<file path="src/ccri_regs.svh">
// register map, field positions, reset values and timing counts of the calendar clock
`ifndef CCRI_REGS_SVH
`define CCRI_REGS_SVH

// clock and time base
`define CCRI_CLK_PERIOD_NS 100
`define CCRI_MS_NS         1000000
`define CCRI_MS_CYCLES     (`CCRI_MS_NS / `CCRI_CLK_PERIOD_NS)
`define CCRI_SEC_MS        10'h3e7
`define CCRI_SNAP_MS       16'h01f4

// byte offsets; the two bank bases are values of address bits 7:5
`define CCRI_CUR_BASE 3'h0
`define CCRI_NEW_BASE 3'h1
`define CCRI_CTRL_OFS 8'h40
`define CCRI_STAT_OFS 8'h44
`define CCRI_MASK_OFS 8'h48
`define CCRI_SCAN_OFS 8'h4c

// word index inside the current and new banks
`define CCRI_F_YEAR   3'h0
`define CCRI_F_MONTH  3'h1
`define CCRI_F_DAY    3'h2
`define CCRI_F_WDAY   3'h3
`define CCRI_F_HOUR   3'h4
`define CCRI_F_MINUTE 3'h5
`define CCRI_F_SECOND 3'h6
`define CCRI_F_COUNT  3'h7

// control bits; bit 4 is the synced backup-loss flag, not a ctrl bit
`define CCRI_C_CAL  0
`define CCRI_C_TIME 1
`define CCRI_C_COMB 2
`define CCRI_C_ADJ  3
`define CCRI_C_BKUP 4

// status bits
`define CCRI_S_LOAD 0
`define CCRI_S_ADJ  1
`define CCRI_S_ERR  2
`define CCRI_S_INIT 3
`define CCRI_S_SNAP 4

// field limits
`define CCRI_YEAR_MAX  16'h0063
`define CCRI_MONTH_MAX 16'h000c
`define CCRI_DAY_MAX   16'h001f
`define CCRI_WDAY_MAX  16'h0006
`define CCRI_HOUR_MAX  16'h0017
`define CCRI_MS_MAX    16'h003b
`define CCRI_ADJ_HALF  6'h1e

// epoch after backup loss: 2000-01-01 00:00:00, a saturday
`define CCRI_EPOCH_YEAR  7'h00
`define CCRI_EPOCH_MONTH 4'h1
`define CCRI_EPOCH_DAY   5'h01
`define CCRI_EPOCH_WDAY  3'h6

`endif

</file>
<file path="src/ccri_pkg.sv">
// types shared by the calendar clock modules
package ccri_pkg;

	typedef struct packed {
		logic [6:0] year;
		logic [3:0] month;
		logic [4:0] day;
		logic [2:0] wday;
		logic [4:0] hour;
		logic [5:0] minute;
		logic [5:0] second;
	} ccri_time_t;

	typedef struct packed {
		logic        psel;
		logic        penable;
		logic        pwrite;
		logic [7:0]  paddr;
		logic [31:0] pwdata;
	} ccri_apb_req_t;

	typedef struct packed {
		logic [31:0] prdata;
		logic        pready;
		logic        pslverr;
	} ccri_apb_rsp_t;

	typedef struct packed {
		ccri_time_t        run;
		ccri_time_t        cur;
		logic [6:0][15:0]  nreg;
		logic [3:0]        ctrl;
		logic [4:0]        stat;
		logic [4:0]        mask;
		logic [15:0]       scan;
		logic [9:0]        ms;
		logic [15:0]       snap;
		logic              bk_s1;
		logic              bk_s2;
		ccri_apb_rsp_t     rsp;
		logic              irq;
	} ccri_state_t;

endpackage

</file>
<file path="src/ccri_edge.sv">
// rising edge detector for a group of level flags
`timescale 1ns/1ps
`default_nettype none

module ccri_edge #(
	parameter int unsigned W = 1
) (
	input  wire logic         pclk,
	input  wire logic         presetn,
	input  wire logic [W-1:0] level,
	output logic      [W-1:0] rise
);
	logic [W-1:0] prev_q;
	logic [W-1:0] prev_d;

	always_comb begin
		prev_d = level;
	end

	always_ff @(posedge pclk or negedge presetn) begin
		if (!presetn) begin
			prev_q <= '0;
		end else begin
			prev_q <= prev_d;
		end
	end

	assign rise = level & ~prev_q;
endmodule

`default_nettype wire

</file>
<file path="src/ccri_tick.sv">
// millisecond strobe from the bus clock
`timescale 1ns/1ps
`default_nettype none

module ccri_tick #(
	parameter int unsigned CYCLES = 2
) (
	input  wire logic pclk,
	input  wire logic presetn,
	output logic      pulse
);
	localparam int unsigned CW = (CYCLES > 1) ? $clog2(CYCLES) : 1;

	logic [CW-1:0] cnt_q;
	logic [CW-1:0] cnt_d;
	logic          pulse_q;
	logic          pulse_d;

	always_comb begin
		pulse_d = 1'b0;
		cnt_d   = cnt_q + 1'b1;
		if (cnt_q == CW'(CYCLES - 1)) begin
			cnt_d   = '0;
			pulse_d = 1'b1;
		end
	end

	always_ff @(posedge pclk or negedge presetn) begin
		if (!presetn) begin
			cnt_q   <= '0;
			pulse_q <= 1'b0;
		end else begin
			cnt_q   <= cnt_d;
			pulse_q <= pulse_d;
		end
	end

	assign pulse = pulse_q;
endmodule

`default_nettype wire

</file>
<file path="src/ccri_top.sv">
// calendar and time-of-day clock behind an apb register file
//
// The address map and the APB register port are this design's own decisions.
`timescale 1ns/1ps
`default_nettype none
`include "ccri_regs.svh"

module ccri_top #(
	parameter int unsigned MS_CYCLES = `CCRI_MS_CYCLES
) (
	input  wire ccri_pkg::ccri_apb_req_t apb_req,
	input  wire logic                    pclk,
	input  wire logic                    presetn,
	input  wire logic                    backup_lost,
	output var  ccri_pkg::ccri_apb_rsp_t apb_rsp,
	output logic                         irq
);
	ccri_pkg::ccri_state_t s_q;
	ccri_pkg::ccri_state_t s_d;
	logic [4:0]            rise;
	logic                  ms_pulse;
	logic                  sec_tick;
	logic                  cal_go;
	logic                  tim_go;
	logic                  adj_go;
	logic                  bk_go;
	logic                  cal_ok;
	logic                  tim_ok;
	logic                  snap_fire;
	logic [15:0]           snap_len;

	ccri_edge #(.W(5)) u_edge (
		.pclk    (pclk),
		.presetn (presetn),
		.level   ({s_q.bk_s2, s_q.ctrl}),
		.rise    (rise)
	);

	ccri_tick #(.CYCLES(MS_CYCLES)) u_tick (
		.pclk    (pclk),
		.presetn (presetn),
		.pulse   (ms_pulse)
	);

	function automatic logic [4:0] days_in(input logic [3:0] m, input logic [6:0] y);
		case (m)
			4'h2:    days_in = (y[1:0] == 2'h0) ? 5'h1d : 5'h1c;
			4'h4,
			4'h6,
			4'h9,
			4'hb:    days_in = 5'h1e;
			default: days_in = 5'h1f;
		endcase
	endfunction

	// carry chain; skip_sec starts the count at the minute
	function automatic ccri_pkg::ccri_time_t advance(input ccri_pkg::ccri_time_t t,
			input logic skip_sec);
		ccri_pkg::ccri_time_t n;
		logic                 c;
		n = t;
		c = 1'b1;
		if (!skip_sec) begin
			c        = (t.second == 6'h3b);
			n.second = c ? 6'h00 : t.second + 6'h01;
		end
		if (c) begin
			c        = (t.minute == 6'h3b);
			n.minute = c ? 6'h00 : t.minute + 6'h01;
		end
		if (c) begin
			c      = (t.hour == 5'h17);
			n.hour = c ? 5'h00 : t.hour + 5'h01;
		end
		if (c) begin
			n.wday = (t.wday == 3'h6) ? 3'h0 : t.wday + 3'h1;
			// >= keeps a loaded day 31 of a short month from running on
			c      = (t.day >= days_in(t.month, t.year));
			n.day  = c ? 5'h01 : t.day + 5'h01;
		end
		if (c) begin
			c       = (t.month == 4'hc);
			n.month = c ? 4'h1 : t.month + 4'h1;
		end
		if (c) begin
			n.year = (t.year == 7'h63) ? 7'h00 : t.year + 7'h01;
		end
		return n;
	endfunction

	function automatic logic [15:0] field(input ccri_pkg::ccri_time_t t, input logic [2:0] i);
		case (i)
			`CCRI_F_YEAR:   field = {9'h0, t.year};
			`CCRI_F_MONTH:  field = {12'h0, t.month};
			`CCRI_F_DAY:    field = {11'h0, t.day};
			`CCRI_F_WDAY:   field = {13'h0, t.wday};
			`CCRI_F_HOUR:   field = {11'h0, t.hour};
			`CCRI_F_MINUTE: field = {10'h0, t.minute};
			`CCRI_F_SECOND: field = {10'h0, t.second};
			default:        field = 16'h0000;
		endcase
	endfunction

	assign cal_go   = rise[`CCRI_C_CAL] | rise[`CCRI_C_COMB];
	assign tim_go   = rise[`CCRI_C_TIME] | rise[`CCRI_C_COMB];
	assign adj_go   = rise[`CCRI_C_ADJ];
	assign bk_go    = rise[`CCRI_C_BKUP];
	assign sec_tick = ms_pulse & (s_q.ms == `CCRI_SEC_MS);

	// values outside their range are refused
	assign cal_ok = (s_q.nreg[`CCRI_F_YEAR] <= `CCRI_YEAR_MAX)
		&& (s_q.nreg[`CCRI_F_MONTH] >= 16'h0001) && (s_q.nreg[`CCRI_F_MONTH] <= `CCRI_MONTH_MAX)
		&& (s_q.nreg[`CCRI_F_DAY] >= 16'h0001) && (s_q.nreg[`CCRI_F_DAY] <= `CCRI_DAY_MAX)
		&& (s_q.nreg[`CCRI_F_WDAY] <= `CCRI_WDAY_MAX);
	assign tim_ok = (s_q.nreg[`CCRI_F_HOUR] <= `CCRI_HOUR_MAX)
		&& (s_q.nreg[`CCRI_F_MINUTE] <= `CCRI_MS_MAX)
		&& (s_q.nreg[`CCRI_F_SECOND] <= `CCRI_MS_MAX);

	// a scan period of 500 ms or more sets the copy interval
	assign snap_len  = (s_q.scan >= `CCRI_SNAP_MS) ? s_q.scan : `CCRI_SNAP_MS;
	assign snap_fire = ms_pulse & ((s_q.snap + 16'h0001) >= snap_len);

	always_comb begin
		logic        acc;
		logic        hit;
		logic        wr;
		logic [2:0]  idx;
		logic [31:0] rdata;
		logic [4:0]  set;
		logic [4:0]  clr;
		ccri_pkg::ccri_time_t t;
		acc   = 1'b0;
		hit   = 1'b0;
		wr    = 1'b0;
		idx   = 3'h0;
		rdata = 32'h0000_0000;
		set   = 5'h00;
		clr   = 5'h00;
		t     = s_q.run;
		s_d   = s_q;

		s_d.bk_s1 = backup_lost;
		s_d.bk_s2 = s_q.bk_s1;

		// apb decode; new registers read back as zero
		idx = apb_req.paddr[4:2];
		acc = apb_req.psel & apb_req.penable;
		if (apb_req.paddr[1:0] == 2'h0) begin
			if (apb_req.paddr[7:5] == `CCRI_CUR_BASE && idx != `CCRI_F_COUNT) begin
				hit   = 1'b1;
				rdata = {16'h0000, field(s_q.cur, idx)};
			end else if (apb_req.paddr[7:5] == `CCRI_NEW_BASE && idx != `CCRI_F_COUNT) begin
				hit = 1'b1;
			end else begin
				case (apb_req.paddr)
					`CCRI_CTRL_OFS: begin
						hit   = 1'b1;
						rdata = {28'h0, s_q.ctrl};
					end
					`CCRI_STAT_OFS: begin
						hit   = 1'b1;
						rdata = {27'h0, s_q.stat};
					end
					`CCRI_MASK_OFS: begin
						hit   = 1'b1;
						rdata = {27'h0, s_q.mask};
					end
					`CCRI_SCAN_OFS: begin
						hit   = 1'b1;
						rdata = {16'h0000, s_q.scan};
					end
					default: hit = 1'b0;
				endcase
			end
		end
		// one wait state: pready rises on the second access cycle
		s_d.rsp.pready = acc & ~s_q.rsp.pready;
		if (acc && !s_q.rsp.pready) begin
			s_d.rsp.prdata  = apb_req.pwrite ? 32'h0000_0000 : rdata;
			s_d.rsp.pslverr = ~hit;
		end
		wr = acc & s_q.rsp.pready & apb_req.pwrite & hit;
		if (wr) begin
			if (apb_req.paddr[7:5] == `CCRI_NEW_BASE) begin
				s_d.nreg[idx] = apb_req.pwdata[15:0];
			end
			case (apb_req.paddr)
				`CCRI_CTRL_OFS: s_d.ctrl = apb_req.pwdata[3:0];
				`CCRI_STAT_OFS: clr = apb_req.pwdata[4:0];
				`CCRI_MASK_OFS: s_d.mask = apb_req.pwdata[4:0];
				`CCRI_SCAN_OFS: s_d.scan = apb_req.pwdata[15:0];
				default: clr = 5'h00;
			endcase
		end

		// free running time base
		if (ms_pulse) begin
			s_d.ms = (s_q.ms == `CCRI_SEC_MS) ? 10'h000 : s_q.ms + 10'h001;
		end
		if (sec_tick) begin
			t = advance(s_q.run, 1'b0);
		end

		if (bk_go) begin
			t        = '0;
			t.year   = `CCRI_EPOCH_YEAR;
			t.month  = `CCRI_EPOCH_MONTH;
			t.day    = `CCRI_EPOCH_DAY;
			t.wday   = `CCRI_EPOCH_WDAY;
			s_d.ms   = 10'h000;
			set[`CCRI_S_INIT] = 1'b1;
		end else if ((cal_go && !cal_ok) || (tim_go && !tim_ok)
				|| (adj_go && (cal_go || tim_go))) begin
			set[`CCRI_S_ERR] = 1'b1;
		end else begin
			if (tim_go) begin
				t        = s_q.run;
				t.hour   = s_q.nreg[`CCRI_F_HOUR][4:0];
				t.minute = s_q.nreg[`CCRI_F_MINUTE][5:0];
				t.second = s_q.nreg[`CCRI_F_SECOND][5:0];
				s_d.ms   = 10'h000;
			end
			if (cal_go) begin
				t.year  = s_q.nreg[`CCRI_F_YEAR][6:0];
				t.month = s_q.nreg[`CCRI_F_MONTH][3:0];
				t.day   = s_q.nreg[`CCRI_F_DAY][4:0];
				t.wday  = s_q.nreg[`CCRI_F_WDAY][2:0];
			end
			if (cal_go || tim_go) begin
				set[`CCRI_S_LOAD] = 1'b1;
			end
			if (adj_go) begin
				t        = (s_q.run.second >= `CCRI_ADJ_HALF) ? advance(s_q.run, 1'b1) : s_q.run;
				t.second = 6'h00;
				s_d.ms   = 10'h000;
				set[`CCRI_S_ADJ] = 1'b1;
			end
		end
		s_d.run = t;

		// periodic copy to the read-only bank
		if (ms_pulse) begin
			s_d.snap = snap_fire ? 16'h0000 : s_q.snap + 16'h0001;
		end
		if (snap_fire) begin
			s_d.cur = s_q.run;
			set[`CCRI_S_SNAP] = 1'b1;
		end

		// a new event beats a clear in the same cycle
		s_d.stat = (s_q.stat & ~clr) | set;
		s_d.irq  = |(s_d.stat & s_d.mask);
	end

	always_ff @(posedge pclk or negedge presetn) begin
		if (!presetn) begin
			s_q           <= '0;
			s_q.run.month <= `CCRI_EPOCH_MONTH;
			s_q.run.day   <= `CCRI_EPOCH_DAY;
			s_q.run.wday  <= `CCRI_EPOCH_WDAY;
			s_q.cur.month <= `CCRI_EPOCH_MONTH;
			s_q.cur.day   <= `CCRI_EPOCH_DAY;
			s_q.cur.wday  <= `CCRI_EPOCH_WDAY;
		end else begin
			s_q <= s_d;
		end
	end

	assign apb_rsp = s_q.rsp;
	assign irq     = s_q.irq;
endmodule

`default_nettype wire

</file>
<file path="config.mk">
export PLATFORM = sky130hd
export DESIGN_NAME = ccri_top
export DESIGN_NICKNAME = d
export VERILOG_FILES = /design/src/ccri_pkg.sv /design/src/ccri_edge.sv /design/src/ccri_tick.sv /design/src/ccri_top.sv
export VERILOG_INCLUDE_DIRS = /design/src
export SDC_FILE = /design/constraint.sdc
export NUM_CORES = 1
export LEC_CHECK = 0
export BUFFER_PORTS_ARGS = -buffer_cell sky130_fd_sc_hd__buf_2
export CAP_MARGIN = 20
export CORE_UTILIZATION = 45
export DETAILED_ROUTE_END_ITERATION = 8
export GPL_TIMING_DRIVEN = 0
export PLACE_DENSITY_LB_ADDON = 0.15
export SYNTH_ARGS = -nofsm -noshare
export SYNTH_HDL_FRONTEND = slang
export SYNTH_SLANG_ARGS = --single-unit
</file>
<file path="constraint.sdc">
create_clock -name pclk -period 6.25 [get_ports pclk]
set_input_delay 0.625 -clock pclk [delete_from_list [all_inputs] [get_ports pclk]]
set_output_delay 0.625 -clock pclk [all_outputs]
set_load 0.05 [all_outputs]
</file>
# == Yosys cells after proc, flatten, opt, wreduce, memory -nomap -nowiden ==
# Index checks and enable logic that the tools add are counted.
# word_totals
input_bits,46
regBits,297
output_inout_bits,35
word_cells,235
# op_classes
n_eq_ne,31
reduce_logical,34
muxes,91
n_bitwise,17
n_addsub,10
magnitude_cmp,16
# op_table
cell,n
two-way mux 36 bit,6
bitwise mux 112 bit,1
two-way mux 16 bit,7
two-way mux 5 bit,14
case mux 16 bit (4 select lines),1
two-way mux 10 bit,6
case mux 7 bit (7 select lines),1
demux 16 bit (select 3 bit),1
two-way mux 1 bit,35
== test 8 x 7 -> 1 bit (second input constant),4
>= comparator 16 x 1 -> 1 bit (second input constant),2
less-or-equal comparator 16 x 5 -> 1 bit (second input constant),2
less-or-equal comparator 16 x 6 -> 1 bit (second input constant),2
two-way mux 32 bit,1
two-way mux 21 bit,1
two-way mux 7 bit,3
!= test 4 x 1 -> 1 bit (second input constant),5
two-way mux 19 bit,1
two-way mux 6 bit,3
adder 16 x 1 -> 16 bit (second input constant),1
>= comparator 16 bit,1
>= comparator 16 x 9 -> 1 bit (second input constant),1
less-or-equal comparator 16 x 3 -> 1 bit (second input constant),1
less-or-equal comparator 16 x 4 -> 1 bit (second input constant),1
46 further kinds,98

# == Logic depth before layout (Yosys ltp) ==
# logic_depth
word_depth,34
depth_mapped,17
ltp_nobuf,15

# == Hierarchy ==
# Synthesis repeated with hierarchy kept, for this count alone.
# hier_totals
cells_unflattened,1379
hier_area_um2,14666.6
# by_module_without_submodules
module,area_each_um2,cells_each,instances
ccri_top,13779.5,1306,1
ccri_tick,693.2,63,1
ccri_edge,193.9,10,1

# == Least setup slack after synthesis ==
# OpenSTA, ideal clock, no wires.
# synth_path
path_type,reg2reg
start,reg s_q[37] in the netlist's numbering
end,reg s_q[214] in the netlist's numbering
path_slack_ns,2.525
path_stages_with_launch,18
arrival_ns,3.600
setup_ns,0.125
path_buffers,2
synth_period_minus_slack_ns,3.725
cell_sequence,dfrtp_1 ha_1 and3_1 nand3_1 nor2_1 nand3_1 xnor2_1 ha_1 a21o_1 a21o_1 a21oi_1 nand2_1 a211oi_1 a21oi_1 nand2_1 clkbuf_1 clkbuf_1 mux2_2
# synth_between
elab_chain_len,3
# synth_lines
element,line,rtl
start: declaration,ccri_top.sv:18,ccri_pkg::ccri_state_t s_q;
adder 16 x 1 -> 16 bit,ccri_top.sv:121,assign snap_fire = ms_pulse & ((s_q.snap + 16'h0001) >= snap_len);
>= comparator 16 bit,ccri_top.sv:121,
AND 1 bit,ccri_top.sv:121,
# No other way between the ends.
# A chain may end at the register's enable or synchronous reset.

==> flow_metrics.tcl <==
set metrics [dict create \
    antenna_found_initial 1 \
    seqCellArea_mm2 0.007042 \
    grt_pass1_vias 11090 \
    ys_seq_elements 281 \
    core_area_mm2 0.03188 \
    synth.largest_area_cell "dfrtp_1" \
    p_total_mw 3.842 \
    synthXorXnorAreaFrac_pct 2.376 \
    htree_num_levels 1 \
    slowest_stage "clkbuf_1" \
    yosys_warnings 0 \
    rsz0062_at_grt "false" \
    fin_ws_ns 1.480 \
    wl_per_cell_um 20.57 \
    critical_path_class "register to register" \
    status "finished with violations" \
    first_pass_iters 7 \
    dpl.hpwl_mm 29.20 \
    failed_checks "hold timing" \
    ir_worst_vdd_mv 0.2268 \
    place_area_mm2 0.01565 \
    yosys.area.top_type_share_pct 46.33 \
    cts_tree "yes" \
    synth.distinct_cells 78 \
    place_congestion 0.9473 \
    power_switching_uw 876.8 \
    yosysSeqAreaShare_pct 47.75 \
    synth_enable_flop_cells 0 \
    cpLargestDelayFamily "compound AO/OA/AOI/OAI gates" \
    max_cap_violations 0 \
    grt_max_degree 119 \
    top_layer_used "met5" \
    cts.path.max_buffers 3 \
    final_cell_area_mm2 0.01669 \
    nNetsFinal 1594 \
    multi_input_area_mm2 0.007057 \
    wl_met2_mm 18.09 \
    maxSlewViolCount 0 \
    p_int_mw 2.965 \
    pwr-share-seq_pct 47.6 \
    numCtsBuffers 31 \
    post-place-cells 1917 \
    drt-vias-per-instance 5.802 \
    synth_most_common_cell "dfrtp_1" \
    vias 11450 \
    drc 0 \
    met3_length_mm 2.564 \
    synthAdderAreaFrac_pct 2.715 \
    dieArea_mm2 0.03350 \
    yosys-top-cells-count "dfrtp_1 (273), mux2_2 (163), nand2_1 (123)" \
    synth-compound-area-share_pct 12.50 \
    post_synth_mux_area_share_pct 15.13 \
    endpoint_kind "register" \
    maxSlewHeadroom_pct 33.49 \
    wl_met1_mm 18.48 \
    p_leak_nw 7.880 \
    whs_ns -0.008890 \
    grt_overflow 0 \
    finClkSkew_ns 0.01604 \
    antenna_cells 0 \
    clock_latency_ns 0.58 \
    groute.usage.overall_pct 24.90 \
    syn_avg_cell_area_um2 10.38 \
    critPathMaxStageDelay_ns 0.70 \
    die-height_um 183.0 \
    cp_max_fo 10 \
    postCtsSetupRepairBufs 0 \
    drtAntennaViolNets 0 \
    drt-initial-drc-count 1093 \
    cp_cell_sequence "ha_1, and3_1, nand3_1, nor2_1, nand3_1, xnor2_1, ha_1, a21o_1, a21o_1, a21oi_1, nand2_1, a211oi_1, a21oi_1, nand2_1, clkbuf_1, clkbuf_1, o211ai_1" \
    clkPwrFrac_pct 48.2 \
    fin_crit_ns 4.770 \
    port_buffers 44 \
    synth_top_family_by_area "multiplexers" \
    synthArstFlopShare_pct 100.0 \
    cts_resized 0 \
    period_share_pct 76.31 \
    worstMarginPinSlew_ns 0.9886 \
    num_rows 65 \
    grt_pass1_wl_mm 64.54 \
    drt_wl_total_mm 40.61 \
    num-fill-cells 2924 \
    finalHoldViolations 8 \
    dpl_worst_slack_ns 1.537 \
    path_clk_slew_ns 0.06 \
    die_x_um 183.0 \
    cp.required_ns 6.61 \
    start_util_pct 46.26 \
    hold_path_class "input pin to asynchronous set/reset pin" \
    synth-simple-area-share_pct 14.69 \
    switching_share_pct 22.82 \
    num_io_pins 81 \
    synthCells 1420 \
    synth_ff_type "dfrtp_1" \
    finalSetupViolations 0 \
    clock-sinks 281 \
    syn-cell-area_mm2 0.01475 \
    final_cells 1974 \
    worstPathArrival_ns 5.13 \
    fmax_mhz 209.7 \
    start_kind "register" \
    finalSetupTns_ns 0 \
    syn_to_final_growth_pct 13.20 \
    critical_path_buf_inv_count 2 \
    cts_hold_buf 0 \
    drive_gt1_share_pct 21.90 \
    combPwrFrac_pct 4.2 \
    pwr_density_cell_mw_per_mm2 230.1 \
    root_buffer "clkbuf_16" \
    netlist_top_cells_area "dfrtp_1 (46%), mux2_2 (12%), nand2_1 (3.1%)" \
]
[through the flow]
stage	hold WS, ns	util [%]
after floorplan	0.3294	-
after global placement	0.3352	48.83
after detailed placement	0.3372	49.08
after CTS	0.001807	52.35
after global routing	0.01821	52.36
final	-0.008890	52.36
[final timing paths]
kind                                           from                endpoint  slack (ns)  depth (start not counted)
max in group asynchronous                   presetn    s_q[102]$_DFFE_PN0P_        4.84                          3
worst min-delay path                        presetn  apb_rsp[4]$_DFFE_PN0P_      -0.009                          1
min in group pclk                       backup_lost       s_d[35]$_DFF_PN0_        0.17                          1
worst max-delay path            s_q[37]$_DFFE_PN0P_           irq$_DFF_PN0_        1.48                         17
worst min register to register    s_d[35]$_DFF_PN0_       s_q[35]$_DFF_PN0_        0.35                          0
worst max register to register  s_q[37]$_DFFE_PN0P_           irq$_DFF_PN0_        1.48                         17
[layer usage]
metal	vias to the layer above	GRT usage (%)
li1	5303	-
met1	5717	35.52
met2	361	38.81
met3	71	3.952
met4	2	7.967
met5	-	0
[placed cells by master, fill, tap and decap left out, types with 26 or more instances in the layout]
master,synthesis,layout
nor3_1,26,26
o21ai_0,74,74
clkbuf_1,67,75
clkbuf_16,0,31
ha_1,32,32
inv_1,33,33
buf_2,7,51
xnor2_1,26,26
buf_4,37,38
nand3_1,41,41
nor2_1,99,99
mux2_2,163,163
a21oi_1,78,78
nor4_1,28,27
nand2_1,123,123
dfrtp_1,273,273
[flip-flops by register name (all words and copies together), names as in the netlist]
| name | count |
|---|---|
| u_edge.prev_q | 5 |
| s_q | 241 |
| irq | 1 |
| apb_rsp | 18 |
| u_tick.pulse | 1 |
| u_tick.cnt_q | 14 |
| s_d | 1 |
[cell type report]
cell class                 count  share of cell area (%)
inverter                      33                  0.7420
multi-input combinational   1006                   42.27
sequential                   281                   42.18
timing repair buffer          48                   1.784
tap                          435                   3.260
clock inverter                 8                  0.6746
clock buffer                  48                   5.569
buffer                       115                   3.515
[worst register-to-register path, stage by stage (launching register included)]
cell	delay, ns
dfrtp_1	0.45
ha_1	0.26
and3_1	0.24
nand3_1	0.12
nor2_1	0.32
nand3_1	0.14
xnor2_1	0.19
ha_1	0.22
a21o_1	0.17
a21o_1	0.18
a21oi_1	0.19
nand2_1	0.11
a211oi_1	0.22
a21oi_1	0.15
nand2_1	0.12
clkbuf_1	0.46
clkbuf_1	0.70
o211ai_1	0.34
[power groups by stage]
stage | clock (mW) | combinational [mW] | sequential, mW
floorplan | 0 | 0.0772 | 1.86
global placement | 0 | 0.160 | 1.86
detailed placement | 0 | 0.165 | 1.86
CTS | 1.90 | 0.165 | 1.83
global route | 1.96 | 0.178 | 1.83
finish | 1.85 | 0.163 | 1.83
[cell families (layout without fill, tap and decap cells)]
logic type / count (synthesis) / in the layout
AND/OR/NAND/NOR: 433 / 433
AO/OA/AOI/OAI: 290 / 290
flip-flops: 281 / 281
multiplexers: 195 / 195
buffers and inverters: 148 / 252
XOR/XNOR: 40 / 40
adder cells (fa/ha/maj): 32 / 32
other: 1 / 16
No activity file was read; power rests on OpenSTA's default activity.
